[src/smr_defs.vh]
// Constants for the sideband management command responder.
// Assumes header parsing, checksum and generic response codes are handled elsewhere.
`ifndef SMR_DEFS_VH
`define SMR_DEFS_VH

// ----------------------------------------
// Command and response codes
// ----------------------------------------
`define SMR_CMD_QRY_PLDM 8'h56
`define SMR_CMD_PLDM_REPLY 8'h57
`define SMR_CMD_GET_MAC 8'h58
`define SMR_CMD_SPDM 8'h60
`define SMR_RSP_BIT 8'h80
`define SMR_RSP_PLDM_REPLY 8'hd7
`define SMR_RSP_GET_MAC 8'hd8
`define SMR_RSP_SPDM 8'he0

// ----------------------------------------
// Packet layout and table sizes
// ----------------------------------------
`define SMR_RSP_PAYLOAD_BYTE 20
`define SMR_WORD_BYTES 3'h4
`define SMR_MAC_BYTES 3'h6
`define SMR_MAC_LAST_BYTE 3'h5
`define SMR_PAD_BYTES 2'h2
`define SMR_FLAG_PENDING_BIT 0
`define SMR_CHAN_W 2
`define SMR_IDX_W 2
`define SMR_CNT_W 3
`define SMR_MAC_W 48

`endif

[src/smr_mac_table.v]
// Table of management MAC addresses provisioned per channel.
// Assumes the provisioning agent writes entries and counts while the table is idle.
`timescale 1ns/10ps
`include "smr_defs.vh"

module smr_mac_table (
  input wire clk_in,
  input wire resetn_in,
  input wire wr_en_in,
  input wire [`SMR_CHAN_W-1:0] wr_chan_in,
  input wire [`SMR_IDX_W-1:0] wr_idx_in,
  input wire [`SMR_MAC_W-1:0] wr_mac_in,
  input wire cnt_wr_en_in,
  input wire [`SMR_CNT_W-1:0] cnt_in,
  input wire [`SMR_CHAN_W-1:0] rd_chan_in,
  input wire [`SMR_IDX_W-1:0] rd_idx_in,
  output wire [`SMR_MAC_W-1:0] rd_mac_out,
  output wire [`SMR_CNT_W-1:0] rd_cnt_out
);

  localparam NCH = 1 << `SMR_CHAN_W;
  localparam NENT = 1 << (`SMR_CHAN_W + `SMR_IDX_W);

  reg [`SMR_MAC_W-1:0] mac_q [0:NENT-1];
  reg [`SMR_CNT_W-1:0] cnt_q [0:NCH-1];
  integer i;

  // ----------------------------------------
  // Storage
  // ----------------------------------------
  always @(posedge clk_in or negedge resetn_in)
  begin
    if (!resetn_in)
    begin
      for (i = 0; i < NENT; i = i + 1)
        mac_q[i] <= {`SMR_MAC_W{1'b0}};
      for (i = 0; i < NCH; i = i + 1)
        cnt_q[i] <= {`SMR_CNT_W{1'b0}};
    end
    else
    begin
      if (wr_en_in)
        mac_q[{wr_chan_in, wr_idx_in}] <= wr_mac_in;
      if (cnt_wr_en_in)
        cnt_q[wr_chan_in] <= cnt_in;
    end
  end

  assign rd_mac_out = mac_q[{rd_chan_in, rd_idx_in}];
  assign rd_cnt_out = cnt_q[rd_chan_in];

endmodule // smr_mac_table

[src/smr_responder.v]
// Command handler for pending PLDM requests, PLDM replies, MAC discovery and SPDM.
// Assumes a header parser delivering command code, channel and payload bytes from byte 16,
// and a downstream builder taking one response byte per cycle from byte 20 with no stall.
//
// Notes on behaviour
// - Pending-request answer carries PLDM common fields and payload from byte 20, only if pending.
// - Without a pending request the query completes successfully with no PLDM payload.
// - One query conveys exactly one PLDM request; the device picks the order.
// - Send-reply is package scope; the channel field plays no part.
// - Send-reply response 0xD7 has flags in byte 23; bit 0 is another request pending.
// - MAC discovery 0x58 is per channel, reporting only that channel's host addresses.
// - MAC discovery is always accepted without error and answered with code 0xD8.
// - Address count in upper half of word 20-23 holds the provisioned count.
// - Reserved half beside the address count is driven zero; the host ignores it.
// - Each address goes out as six bytes, byte 5 first, packed without gaps.
// - Odd address count appends two zero pad bytes; even count appends none.
// - Oversized SPDM messages use SPDM multi-part transfer, device parts fetched by polling.
// - SPDM command and response are unsupported when carried over MCTP.
// - Error-free SPDM command answered 0xE0: fields in bytes 20-23, payload from 24.
`timescale 1ns/10ps
`include "smr_defs.vh"

module smr_responder (
  input wire clk_in,
  input wire resetn_in,
  input wire cmd_valid_in,
  input wire [7:0] cmd_code_in,
  input wire [`SMR_CHAN_W-1:0] cmd_chan_in,
  input wire cmd_err_in,
  input wire cmd_byte_valid_in,
  input wire [7:0] cmd_byte_in,
  input wire cmd_byte_last_in,
  input wire over_mctp_in,
  input wire pldm_pending_in,
  input wire pldm_req_valid_in,
  input wire [7:0] pldm_req_byte_in,
  input wire pldm_req_last_in,
  input wire spdm_rx_valid_in,
  input wire [7:0] spdm_rx_byte_in,
  input wire spdm_rx_last_in,
  input wire prov_wr_en_in,
  input wire [`SMR_CHAN_W-1:0] prov_chan_in,
  input wire [`SMR_IDX_W-1:0] prov_idx_in,
  input wire [`SMR_MAC_W-1:0] prov_mac_in,
  input wire prov_cnt_wr_en_in,
  input wire [`SMR_CNT_W-1:0] prov_cnt_in,
  output reg busy_out,
  output reg pldm_pop_out,
  output reg pldm_rsp_valid_out,
  output reg [7:0] pldm_rsp_byte_out,
  output reg pldm_rsp_last_out,
  output reg spdm_tx_valid_out,
  output reg [7:0] spdm_tx_byte_out,
  output reg spdm_tx_last_out,
  output reg rsp_start_out,
  output reg [7:0] rsp_code_out,
  output reg rsp_unsupported_out,
  output reg rsp_valid_out,
  output reg [7:0] rsp_byte_out,
  output reg rsp_last_out,
  output reg rsp_done_out
);

  // ----------------------------------------
  // States
  // ----------------------------------------
  localparam [3:0] ST_IDLE = 4'h0;
  localparam [3:0] ST_PLDM_Q = 4'h1;
  localparam [3:0] ST_PLDM_R = 4'h2;
  localparam [3:0] ST_FLAGS = 4'h3;
  localparam [3:0] ST_MAC_HDR = 4'h4;
  localparam [3:0] ST_MAC_ADR = 4'h5;
  localparam [3:0] ST_MAC_PAD = 4'h6;
  localparam [3:0] ST_SPDM_TX = 4'h7;
  localparam [3:0] ST_SPDM_RX = 4'h8;
  localparam [3:0] ST_DONE = 4'h9;

  reg [3:0] state_q;
  reg [2:0] cnt_q;
  reg [`SMR_IDX_W-1:0] adr_q;
  reg [`SMR_CHAN_W-1:0] chan_q;
  reg [7:0] flags_q;
  wire [`SMR_MAC_W-1:0] mac_w;
  wire [`SMR_CNT_W-1:0] mac_cnt_w;

  // Byte j of an address, byte 5 being the most significant
  function [7:0] mac_byte;
    input [`SMR_MAC_W-1:0] mac;
    input [2:0] j;
    begin
      mac_byte = mac[j*8 +: 8];
    end
  endfunction

  smr_mac_table u_table (
    .clk_in(clk_in),
    .resetn_in(resetn_in),
    .wr_en_in(prov_wr_en_in),
    .wr_chan_in(prov_chan_in),
    .wr_idx_in(prov_idx_in),
    .wr_mac_in(prov_mac_in),
    .cnt_wr_en_in(prov_cnt_wr_en_in),
    .cnt_in(prov_cnt_in),
    .rd_chan_in(chan_q),
    .rd_idx_in(adr_q),
    .rd_mac_out(mac_w),
    .rd_cnt_out(mac_cnt_w)
  );

  // ----------------------------------------
  // Command sequencer
  // ----------------------------------------
  always @(posedge clk_in or negedge resetn_in)
  begin
    if (!resetn_in)
    begin
      state_q <= ST_IDLE;
      cnt_q <= 3'h0;
      adr_q <= {`SMR_IDX_W{1'b0}};
      chan_q <= {`SMR_CHAN_W{1'b0}};
      flags_q <= 8'h00;
      busy_out <= 1'b0;
      pldm_pop_out <= 1'b0;
      pldm_rsp_valid_out <= 1'b0;
      pldm_rsp_byte_out <= 8'h00;
      pldm_rsp_last_out <= 1'b0;
      spdm_tx_valid_out <= 1'b0;
      spdm_tx_byte_out <= 8'h00;
      spdm_tx_last_out <= 1'b0;
      rsp_start_out <= 1'b0;
      rsp_code_out <= 8'h00;
      rsp_unsupported_out <= 1'b0;
      rsp_valid_out <= 1'b0;
      rsp_byte_out <= 8'h00;
      rsp_last_out <= 1'b0;
      rsp_done_out <= 1'b0;
    end
    else
    begin
      pldm_pop_out <= 1'b0;
      pldm_rsp_valid_out <= 1'b0;
      pldm_rsp_last_out <= 1'b0;
      spdm_tx_valid_out <= 1'b0;
      spdm_tx_last_out <= 1'b0;
      rsp_start_out <= 1'b0;
      rsp_valid_out <= 1'b0;
      rsp_last_out <= 1'b0;
      rsp_done_out <= 1'b0;
      case (state_q)
        ST_IDLE:
        begin
          rsp_unsupported_out <= 1'b0;
          // Commands with checksum or identifier errors are dropped without an answer
          if (cmd_valid_in && !cmd_err_in)
          begin
            rsp_code_out <= cmd_code_in | `SMR_RSP_BIT;
            cnt_q <= 3'h0;
            adr_q <= {`SMR_IDX_W{1'b0}};
            case (cmd_code_in)
              `SMR_CMD_QRY_PLDM:
              begin
                busy_out <= 1'b1;
                rsp_start_out <= 1'b1;
                if (pldm_pending_in)
                begin
                  pldm_pop_out <= 1'b1;
                  state_q <= ST_PLDM_Q;
                end
                else
                  state_q <= ST_DONE;
              end
              `SMR_CMD_PLDM_REPLY:
              begin
                busy_out <= 1'b1;
                rsp_start_out <= 1'b1;
                state_q <= ST_PLDM_R;
              end
              `SMR_CMD_GET_MAC:
              begin
                busy_out <= 1'b1;
                rsp_start_out <= 1'b1;
                chan_q <= cmd_chan_in;
                state_q <= ST_MAC_HDR;
              end
              `SMR_CMD_SPDM:
              begin
                busy_out <= 1'b1;
                rsp_start_out <= 1'b1;
                // Payload bytes are still drained so the parser never stalls
                rsp_unsupported_out <= over_mctp_in;
                state_q <= ST_SPDM_TX;
              end
              default:
              begin
                state_q <= ST_IDLE;
              end
            endcase
          end
        end
        ST_PLDM_Q:
        begin
          // Request bytes, common fields first, land at response byte 20 onward
          if (pldm_req_valid_in)
          begin
            rsp_valid_out <= 1'b1;
            rsp_byte_out <= pldm_req_byte_in;
            rsp_last_out <= pldm_req_last_in;
            if (pldm_req_last_in)
              state_q <= ST_DONE;
          end
        end
        ST_PLDM_R:
        begin
          if (cmd_byte_valid_in)
          begin
            pldm_rsp_valid_out <= 1'b1;
            pldm_rsp_byte_out <= cmd_byte_in;
            pldm_rsp_last_out <= cmd_byte_last_in;
            if (cmd_byte_last_in)
              state_q <= ST_FLAGS;
          end
        end
        ST_FLAGS:
        begin
          // Three reserved bytes, then the flags byte in the low lane of word 20-23
          if (cnt_q == 3'h0)
          begin
            flags_q <= 8'h00;
            flags_q[`SMR_FLAG_PENDING_BIT] <= pldm_pending_in;
          end
          rsp_valid_out <= 1'b1;
          rsp_byte_out <= (cnt_q == `SMR_WORD_BYTES - 3'h1) ? flags_q : 8'h00;
          if (cnt_q == `SMR_WORD_BYTES - 3'h1)
          begin
            rsp_last_out <= 1'b1;
            state_q <= ST_DONE;
          end
          cnt_q <= cnt_q + 3'h1;
        end
        ST_MAC_HDR:
        begin
          rsp_valid_out <= 1'b1;
          // Count is only 3 bits wide inside the 16-bit field, so its upper byte is always zero
          rsp_byte_out <= (cnt_q == 3'h1) ? {{(8-`SMR_CNT_W){1'b0}}, mac_cnt_w} : 8'h00;
          cnt_q <= cnt_q + 3'h1;
          if (cnt_q == `SMR_WORD_BYTES - 3'h1)
          begin
            cnt_q <= 3'h0;
            if (mac_cnt_w == {`SMR_CNT_W{1'b0}})
            begin
              rsp_last_out <= 1'b1;
              state_q <= ST_DONE;
            end
            else
              state_q <= ST_MAC_ADR;
          end
        end
        ST_MAC_ADR:
        begin
          rsp_valid_out <= 1'b1;
          rsp_byte_out <= mac_byte(mac_w, `SMR_MAC_LAST_BYTE - cnt_q);
          cnt_q <= cnt_q + 3'h1;
          if (cnt_q == `SMR_MAC_BYTES - 3'h1)
          begin
            cnt_q <= 3'h0;
            adr_q <= adr_q + {{(`SMR_IDX_W-1){1'b0}}, 1'b1};
            if ({1'b0, adr_q} + {`SMR_CNT_W{1'b0}} + 3'h1 == mac_cnt_w)
            begin
              if (mac_cnt_w[0])
                state_q <= ST_MAC_PAD;
              else
              begin
                rsp_last_out <= 1'b1;
                state_q <= ST_DONE;
              end
            end
          end
        end
        ST_MAC_PAD:
        begin
          rsp_valid_out <= 1'b1;
          rsp_byte_out <= 8'h00;
          cnt_q <= cnt_q + 3'h1;
          if (cnt_q == {1'b0, `SMR_PAD_BYTES} - 3'h1)
          begin
            rsp_last_out <= 1'b1;
            state_q <= ST_DONE;
          end
        end
        ST_SPDM_TX:
        begin
          if (cmd_byte_valid_in)
          begin
            spdm_tx_valid_out <= !rsp_unsupported_out;
            spdm_tx_byte_out <= cmd_byte_in;
            spdm_tx_last_out <= cmd_byte_last_in && !rsp_unsupported_out;
            if (cmd_byte_last_in)
              state_q <= rsp_unsupported_out ? ST_DONE : ST_SPDM_RX;
          end
        end
        ST_SPDM_RX:
        begin
          // No timeout: the engine may take a long time on some tasks
          if (spdm_rx_valid_in)
          begin
            // Each part of a multi-part message is one command and one answer
            rsp_valid_out <= 1'b1;
            rsp_byte_out <= spdm_rx_byte_in;
            rsp_last_out <= spdm_rx_last_in;
            if (spdm_rx_last_in)
              state_q <= ST_DONE;
          end
        end
        ST_DONE:
        begin
          rsp_done_out <= 1'b1;
          busy_out <= 1'b0;
          state_q <= ST_IDLE;
        end
        default:
        begin
          state_q <= ST_IDLE;
        end
      endcase
    end
  end

endmodule // smr_responder

[config.mk]
export PLATFORM = sky130hd
export DESIGN_NAME = smr_responder
export DESIGN_NICKNAME = d
export VERILOG_FILES = /design/src/smr_mac_table.v /design/src/smr_responder.v
export VERILOG_INCLUDE_DIRS = /design/src
export SDC_FILE = /design/constraint.sdc
export NUM_CORES = 1
export LEC_CHECK = 0
export BUFFER_PORTS_ARGS = -buffer_cell sky130_fd_sc_hd__buf_2
export CORE_UTILIZATION = 55
export CTS_CLUSTER_SIZE = 14
export DETAILED_ROUTE_END_ITERATION = 8
export GPL_ROUTABILITY_DRIVEN = 0
export HOLD_SLACK_MARGIN = 0.05
export MAX_ROUTING_LAYER = met4
export PLACE_DENSITY_LB_ADDON = 0.3
export SETUP_SLACK_MARGIN = 0.4
export SLEW_MARGIN = 20
export SYNTH_ARGS = -nofsm -noshare
export SYNTH_HDL_FRONTEND = slang
export SYNTH_SLANG_ARGS = --single-unit
[constraint.sdc]
create_clock -name clk_in -period 3.14 [get_ports clk_in]
set_input_delay 0.628 -clock clk_in [delete_from_list [all_inputs] [get_ports clk_in]]
set_output_delay 0.628 -clock clk_in [all_outputs]
set_load 0.01 [all_outputs]
; ---- Word level (Yosys, flattened, before mapping)
; Cells that the tools add are included.
; W data, S select, Z words.
[totals]
wordCells = 191
inputBits = 103
ff_bits = 835
output_inout_bits = 43
[op_classes]
shifts = 1
n_addsub = 4
reduce_logical = 26
magnitude_cmp = 6
n_bitwise = 4
n_mux = 78
n_eq_ne = 32
[ops]
columns = operator, count
row1 = $bwmux W768, 1
row2 = $bmux W48 S4, 1
row3 = $demux W48 S4, 1
row4 = $mux W48, 3
row5 = $mux W4, 17
row6 = $pmux W8 S6, 1
row7 = $shiftx A48 B7 Y8, 1
row8 = $pmux W4 S9, 1
row9 = $mux W1, 33
row10 = $eq A8 B7 Y1 const B, 4
row11 = $ne A2 B2 Y1 const B, 15
row12 = $mux W3, 7
row13 = $eq A4 B3 Y1 const B, 4
row14 = $mux W8, 2
row15 = $pmux W4 S4, 1
row16 = $reduce_and A14 Y1, 1
row17 = $bwmux W12, 1
row18 = $pmux W3 S4, 1
row19 = $reduce_and A3 Y1, 4
row20 = $ge A5 B5 Y1 const B, 2
row21 = $not A4 Y5, 2
row22 = $reduce_and A2 Y1, 5
row23 = $eq A4 B2 Y1 const B, 2
row24 = $eq A4 B4 Y1 const B, 2
row25 = 29 further kinds, 39

; ---- Longest topological paths before layout
; Gate-level depths: netlist of the first run.
[logic_depth]
depth_word = 8
ltp_mapped = 10
depth_no_buf = 8

; ---- By module
; From an unflattened synthesis of the first run, not the netlist that was laid out.
[hier_totals]
hier_cells = 2459
area_unflattened_um2 = 38114.1
[by_module_without_submodules]
columns = module, cells_per_inst, instances, seq_area_each_um2, area_each_um2
row1 = smr_mac_table, 2127, 1, 19518.7, 34912.2
row2 = smr_responder, 332, 1, 1376.3, 3201.8

; ---- Worst setup path after synthesis of the first run
; Ideal clock, no wire load.
[synth_timing]
kind = flip-flop to flip-flop
from = reg adr_q[1]
to = reg rsp_byte_out[7]
arrival_time_ns = 2.251
required_time_ns = 3.009
synth_period_minus_slack_ns = 2.382
slack_ns = 0.758
stages_incl_launch_ff = 11
path_cell_list = dfrtp_1 -> buf_6 -> buf_6 -> buf_2 -> buf_2 -> mux4_2 -> mux2i_1 -> nand2_1 -> o211ai_1 -> o2111ai_1 -> or3_1
[synth_via]
elab_chain_cells = 6
[synth_rtl]
columns = item, line
row1 = start: declaration, smr_responder.v:80  ; reg [`SMR_IDX_W-1:0] adr_q;
row2 = start signal: assignment, smr_responder.v:119  ; adr_q <= {`SMR_IDX_W{1'b0}};
row3 = start signal: assignment, smr_responder.v:158  ; adr_q <= {`SMR_IDX_W{1'b0}};
row4 = start signal: assignment, smr_responder.v:266  ; adr_q <= adr_q + {{(`SMR_IDX_W-1){1'b0}}, 1'b1};
row5 = $not A4 Y5 (implied by the code), smr_mac_table.v:49  ; assign rd_mac_out = mac_q[{rd_chan_in, rd_idx_in}];
row6 = $bmux W48 S4, smr_mac_table.v:49
row7 = $mux W48 (implied by the code) (2 in a row), smr_mac_table.v:49
row8 = $shiftx A48 B7 Y8, smr_responder.v:91  ; mac_byte = mac[j*8 +: 8];
row9 = $pmux W8 S6, smr_responder.v:149  ; case (state_q)
row10 = end signal: assignment, smr_responder.v:206  ; rsp_byte_out <= pldm_req_byte_in;
row11 = end signal: assignment, smr_responder.v:232  ; rsp_byte_out <= (cnt_q == `SMR_WORD_BYTES - 3'h1) ? flags_q : 8'h00;
row12 = end signal: assignment, smr_responder.v:244  ; rsp_byte_out <= (cnt_q == 3'h1) ? {{(8-`SMR_CNT_W){1'b0}}, mac_cnt_w} : 8'h00;
row13 = end: declaration, smr_responder.v:59  ; output reg [7:0] rsp_byte_out,
; No other way between the ends. The select of a mux whose other input is x is not followed.
; A chain may end at the register's enable or synchronous reset.

; ---- Final worst setup path of the first run
[layout_timing]
from = reg adr_q[0]
to = reg rsp_byte_out[6]
; Same word-level chain as after synthesis.

==> results.md, run 1 <==
- Pwr dens: 696 mW/mm^2
- 1st-pass router iterations: 6
- Wire length per cell: 27.9 um
- DP Area: 0.0408 sq mm
- Yosys warns: 0
- Final critical-path required period: 2.78 ns
- Worst skew pair latency: 0.63 ns
- MaxCap Viol Count: 0
- Die area: 0.0706 sq mm
- Dpl ws: 0.0953 ns
- First-pass GRT wire length: 156000 um
- Cell Chain, Critical Path: buf_6, mux4_2, mux2_2, o211ai_1, o2111ai_2, or3_1
- Hold/Removal Path Class: in2reg
- Worst Setup End Kind: register
- Type of the worst setup path: reg2reg
- Top post-synthesis cells by area: dfrtp_1 55%, mux2_2 24%, mux4_2 12%
- DIE WIDTH: 266 um
- Post-DR vias/cell: 6.36
- Mapped Cells: 2460
- Top-area cell type share of the netlist area: 0.546
- CORE AREA: 0.0687 sq mm
- Largest net degree at the start of global routing: 97
- Max VDD drop: 0.000369 V
- Num CTS Buffers: 86
- Row count: 96
- Antenna violations before repair: 6
- Critical path's top delay family: multiplexers
- Max-slew violation count: 0
- Post-DRT Antenna Nets: 0
- Root Buffer: clkbuf_16
- Post-Syn Area: 0.0383 sq mm
- Cell taking the most area after synthesis: dfrtp_1
- CP max FO: 12
- Syn-to-layout area delta: 15.9%
- CP max stage delay: 0.53 ns
- EDFF count, synth: 0
- Initial core utilization: 0.557
- GRT overflow: 0
- Final worst slack: 0.362 ns
- Max clock buf depth: 3
- Layout cell share with drive strength beyond 1: 0.555
- Post-layout util: 0.645
- Worst Tran Pin Value: 0.949 ns
- RSZ-0062 raised after global routing: yes
- WP data arrival: 3.27 ns
- Clk_skew: 0.0126 ns
- Tot GR Track Use: 0.303
- H-tree depth: 3
- Sequential area share after synthesis: 0.546
- Leakage Power: 18.9 nW
- WP buf/inv: 1
- Slew margin rel.: 0.363
- Cell with the most instances after synthesis: dfrtp_1
- I/O Buffers: 145
- Fin. Hold Viols: 0
- 1st-iter DRT viols: 2149
- Fmax: 360 MHz
- DR DRC count: 0
- Crit-path slowest cell: mux4_2
- Post-synthesis cell type count: 67
- Post-synth top cells: 835 x dfrtp_1, 817 x mux2_2, 202 x mux4_2
- Final setup viols: 0
- Vias in the first global route: 24841
- Die Y-Extent: 266 um
- DP HPWL: 62700 um
- IO Count: 146
- CTS tree: yes
- Nets: 2768
- Fin area: 0.0443 sq mm
- Flip-flop and latch count after synthesis: 835
- CTS Sinks: 835
- Routed via count: 23247
- Status: finished, final reports clean
- Async SR Flop Fraction: 1.00
- Commonest register cell after synthesis: dfrtp_1
- Syn_nets: 2570
- Hold Slack: 0.252 ns
- Final period util: 0.885
- Drt total wl: 102000 um
- Req. time, crit path: 3.64 ns
- Startpoint Class: register
- Clk slew on worst S/H paths: 0.06 ns
- Avg Cell Area, Syn: 15.5 sq um
placed cells by master (no fill, tap or decap), drive strengths merged, types with 17 or more instances in the layout:
master	n
a211oi	18
a21oi	30
buf	310
clkbuf	132
dfrtp	835
mux2	820
mux2i	38
mux4	208
nand2	76
nand3	17
nor2	28
nor2b	21
o21ai	17
area by class of cell:
| cell class | count | area [sq um] |
|---|---|---|
| fillers | 4760 | 24400 |
| flip-flops and latches | 835 | 20900 |
| multi-input cells | 1408 | 16600 |
| repair buffers | 316 | 2820 |
| clock buffers | 130 | 2560 |
| well taps | 931 | 1160 |
| clock inverters | 19 | 254 |
| inverters | 11 | 41.3 |
| diodes | 5 | 12.5 |
where the power goes:
part	leakage [nW]	internal (mW)	switching, mW	total (mW)
logic	7.21	3.36	2.53	5.90
clock network	1.38	6.09	4.16	10.2
registers	10.3	13.3	1.44	14.7
total	18.9	22.7	8.13	30.8
state kept, by name, summed over array words and instances (netlist names), 2 cells and up:
name,count
state_q,4
u_table.cnt_q,12
chan_q,2
rsp_byte_out,8
u_table.mac_q,768
adr_q,2
cnt_q,3
spdm_tx_byte_out,8
rsp_code_out,8
pldm_rsp_byte_out,8
metrics by stage:
stage / cells / power (mW) / setup TNS (ns)
after CTS: 3624 / 30.8 / 0
after floorplan: 2460 / 18.3 / 0
after global routing: 3655 / 32.1 / 0
final: 3655 / 30.8 / 0
after detailed placement: 3455 / 20.5 / 0
after global placement: 3455 / 20.1 / -0.129
logic make-up after synthesis:
kind of cell / count (synthesis) / synth area share
AOI/OAI and AO/OA: 123 / 0.0226
DFF: 835 / 0.546
and+or+nand+nor: 209 / 0.0273
muxes: 1066 / 0.374
xor gates and xnor gates: 3 / 0.000687
adders and majority gates: 7 / 0.00229
buffers and inverters: 217 / 0.0265
path summary, 6_finish.rpt:
check / cells past startpoint / endpoint / from / slack (ns)
setup / recovery: 6 / rsp_byte_out[6] / adr_q[0] / 0.36
hold / removal: 2 / pldm_rsp_byte_out[3] / cmd_byte_in[3] / 0.25
setup reg to reg: 6 / rsp_byte_out[6] / adr_q[0] / 0.36
hold reg to reg: 2 / rsp_code_out[2] / rsp_code_out[2] / 0.47
max in group asynchronous: 3 / adr_q[0] / resetn_in / 1.54
min in group asynchronous: 2 / u_table.mac_q[191] / resetn_in / 0.54
metal layers:
metal	GRT usage	up-vias	routed length [um]
li1	-	9574	-
met5	-	-	0
met3	0.0538	200	6730
met1	0.401	12547	42200
met2	0.480	926	50300
met4	0.0944	0	2680
what timing repair did:
action	in CTS	in global routing
resized for setup	17	27
gates cloned	4	2
pin swaps	5	3
hold buffers	1	0
endpoints found under the setup margin	6	11
buffers inserted	15	24
endpoints found under the hold margin	43	0
(Power assumes the default switching activity.)
==> inputs of run 2 (changes only) <==
CORE_ASPECT_RATIO = 0.6   (was not set)
clock period = 3 ns   (was 3.14 ns; I/O delays follow)
==> results.md, run 2 (synthesis results as in run 1) <==
- Syn-to-layout area delta: 15.1%
- CTS Sinks: 835
- Routed via count: 23245
- Biggest regs: u_table.mac_q: 768 flops, u_table.cnt_q: 12 flops
- Root Buffer: clkbuf_16
- Leakage Power: 18.7 nW
- Max VDD drop: 0.000423 V
- GRT overflow: 0
- First-pass GRT wire length: 156000 um
- Layer carrying the most global-route usage: met2
- Commonest non-fill, non-tap cell in the layout: dfrtp_1
- Pwr dens: 708 mW/mm^2
- Startpoint Class: register
- Final setup viols: 0
- Final critical-path required period: 2.68 ns
- Status: finished, final reports clean
- 1st-pass router iterations: 8
- Largest Register: u_table.mac_q
- Largest net degree at the start of global routing: 109
- Final std cells w/o fill: 3608
- Worst skew pair latency: 0.63 ns
- Final worst slack: 0.318 ns
- Wire length per cell: 28.5 um
- Most frequent cells in the layout: 830 x dfrtp_1, 815 x mux2_2, 204 x mux4_2
- MaxCap Viol Count: 0
- Fin area: 0.0440 sq mm
- R2r setup slk: 0.32 ns
- CP max FO: 11
- Max reg flops: 768
- Max-slew violation count: 0
- CORE AREA: 0.0684 sq mm
- DP HPWL: 61600 um
- Hold Slack: 0.206 ns
- CTS tree: yes
- DIE WIDTH: 342 um
- Final period util: 0.894
- Die Y-Extent: 206 um
- Cell Chain, Critical Path: buf_12, bufbuf_16, mux4_2, mux2i_1, nand2_1, o211ai_1, buf_4, o2111ai_1, or3_1
- Hold/Removal Path Class: in2reg
- Type of the worst setup path: reg2reg
- Max clock buf depth: 3
- I/O Buffers: 145
- Clk_skew: 0.0197 ns
- Fmax: 373 MHz
- Pwr Total: 31.2 mW
- IO Count: 146
- Layout cell share with drive strength beyond 1: 0.552
- WP data arrival: 3.18 ns
- Clk slew on worst S/H paths: 0.06 ns
- Slew margin rel.: 0.486
- Routing usage on met3: 0.0642
- Antenna violations before repair: 6
- Die area: 0.0706 sq mm
- Tot GR Track Use: 0.306
- H-tree depth: 3
- Worst Tran Pin Value: 0.771 ns
- Initial core utilization: 0.559
- Global-route track usage on met1: 0.434
- DP Area: 0.0408 sq mm
- Dpl ws: 0.163 ns
- Placed cell count: 3426
- DR DRC count: 0
- Vias in the first global route: 23940
- RSZ-0062 raised after global routing: yes
- Crit-path slowest cell: mux4_2
- Drt total wl: 103000 um
- Post-DR vias/cell: 6.44
- Nets: 2746
- Fin. Hold Viols: 0
- Worst Setup End Kind: register
- Met2 Track Usage GR: 0.451
- Post-DRT Antenna Nets: 0
- Row count: 74
- CP max stage delay: 0.51 ns
- Req. time, crit path: 3.50 ns
- Num CTS Buffers: 75
- 1st-iter DRT viols: 2189
## run 2: cell types whose count changed in the layout (fill, tap and decap cells not counted), moves of 5 or more
cell | previous run | this run
clkbuf_8 | 18 | 13
buf_12 | 40 | 51
clkbuf_16 | 91 | 85
buf_4 | 109 | 92
mux2_4 | 0 | 5
buf_6 | 8 | 2
## run 2: where the power goes
part           leakage, nW  switching (mW)  internal, mW
Clock                 1.18            4.22          5.43
Combinational         7.20            2.63          3.52
Sequential            10.3            1.50          13.9
## run 2: metal layers
| metal | wire length [um] | vias up |
|---|---|---|
| li1 | - | 9554 |
| met1 | 44800 | 12691 |
| met2 | 47700 | 815 |
| met3 | 7540 | 185 |
| met4 | 2660 | 0 |
| met5 | 0 | - |
## run 2: worst paths after layout
check,startpoint,endpoint,depth (start not counted)
worst max-delay path,adr_q[1],rsp_byte_out[4],9
worst min-delay path,cmd_code_in[6],rsp_code_out[6],3
worst max register to register,adr_q[1],rsp_byte_out[4],9
worst min register to register,rsp_code_out[7],rsp_code_out[7],1
max in group asynchronous,resetn_in,chan_q[0],3
min in group asynchronous,resetn_in,u_table.mac_q[173],2
## run 2: final cells by class
class | instances | area (sq um)
fillers | 4747 | 24400
flip-flops and latches | 835 | 20900
multi-input cells | 1408 | 16600
repair buffers | 305 | 2890
clock buffers | 121 | 2310
well taps | 912 | 1140
clock inverters | 11 | 108
inverters | 11 | 41.3
diodes | 5 | 12.5
## run 2: what timing repair did
item,4_1_cts,5_1_grt
hold endpoints to repair,42,0
hold buffers,1,0
pin swaps,7,11
setup buffers,15,18
setup endpoints to repair,12,12
gates cloned,6,4
resized for setup,24,27
## run 2: critical path, delay by kind of cell (launching register included)
family	cells	cell delay, ns
flip-flops	1	0.47
buffers and inverters	3	0.65
multiplexers	2	0.70
AO/OA/AOI/OAI	2	0.22
AND/OR/NAND/NOR	2	0.50
## run 2: metrics by stage
stage	TNS, ns	util
after floorplan	0	-
after global placement	-0.0237	0.595
after detailed placement	0	0.596
after CTS	0	0.638
after global routing	0	0.643
final	0	0.643
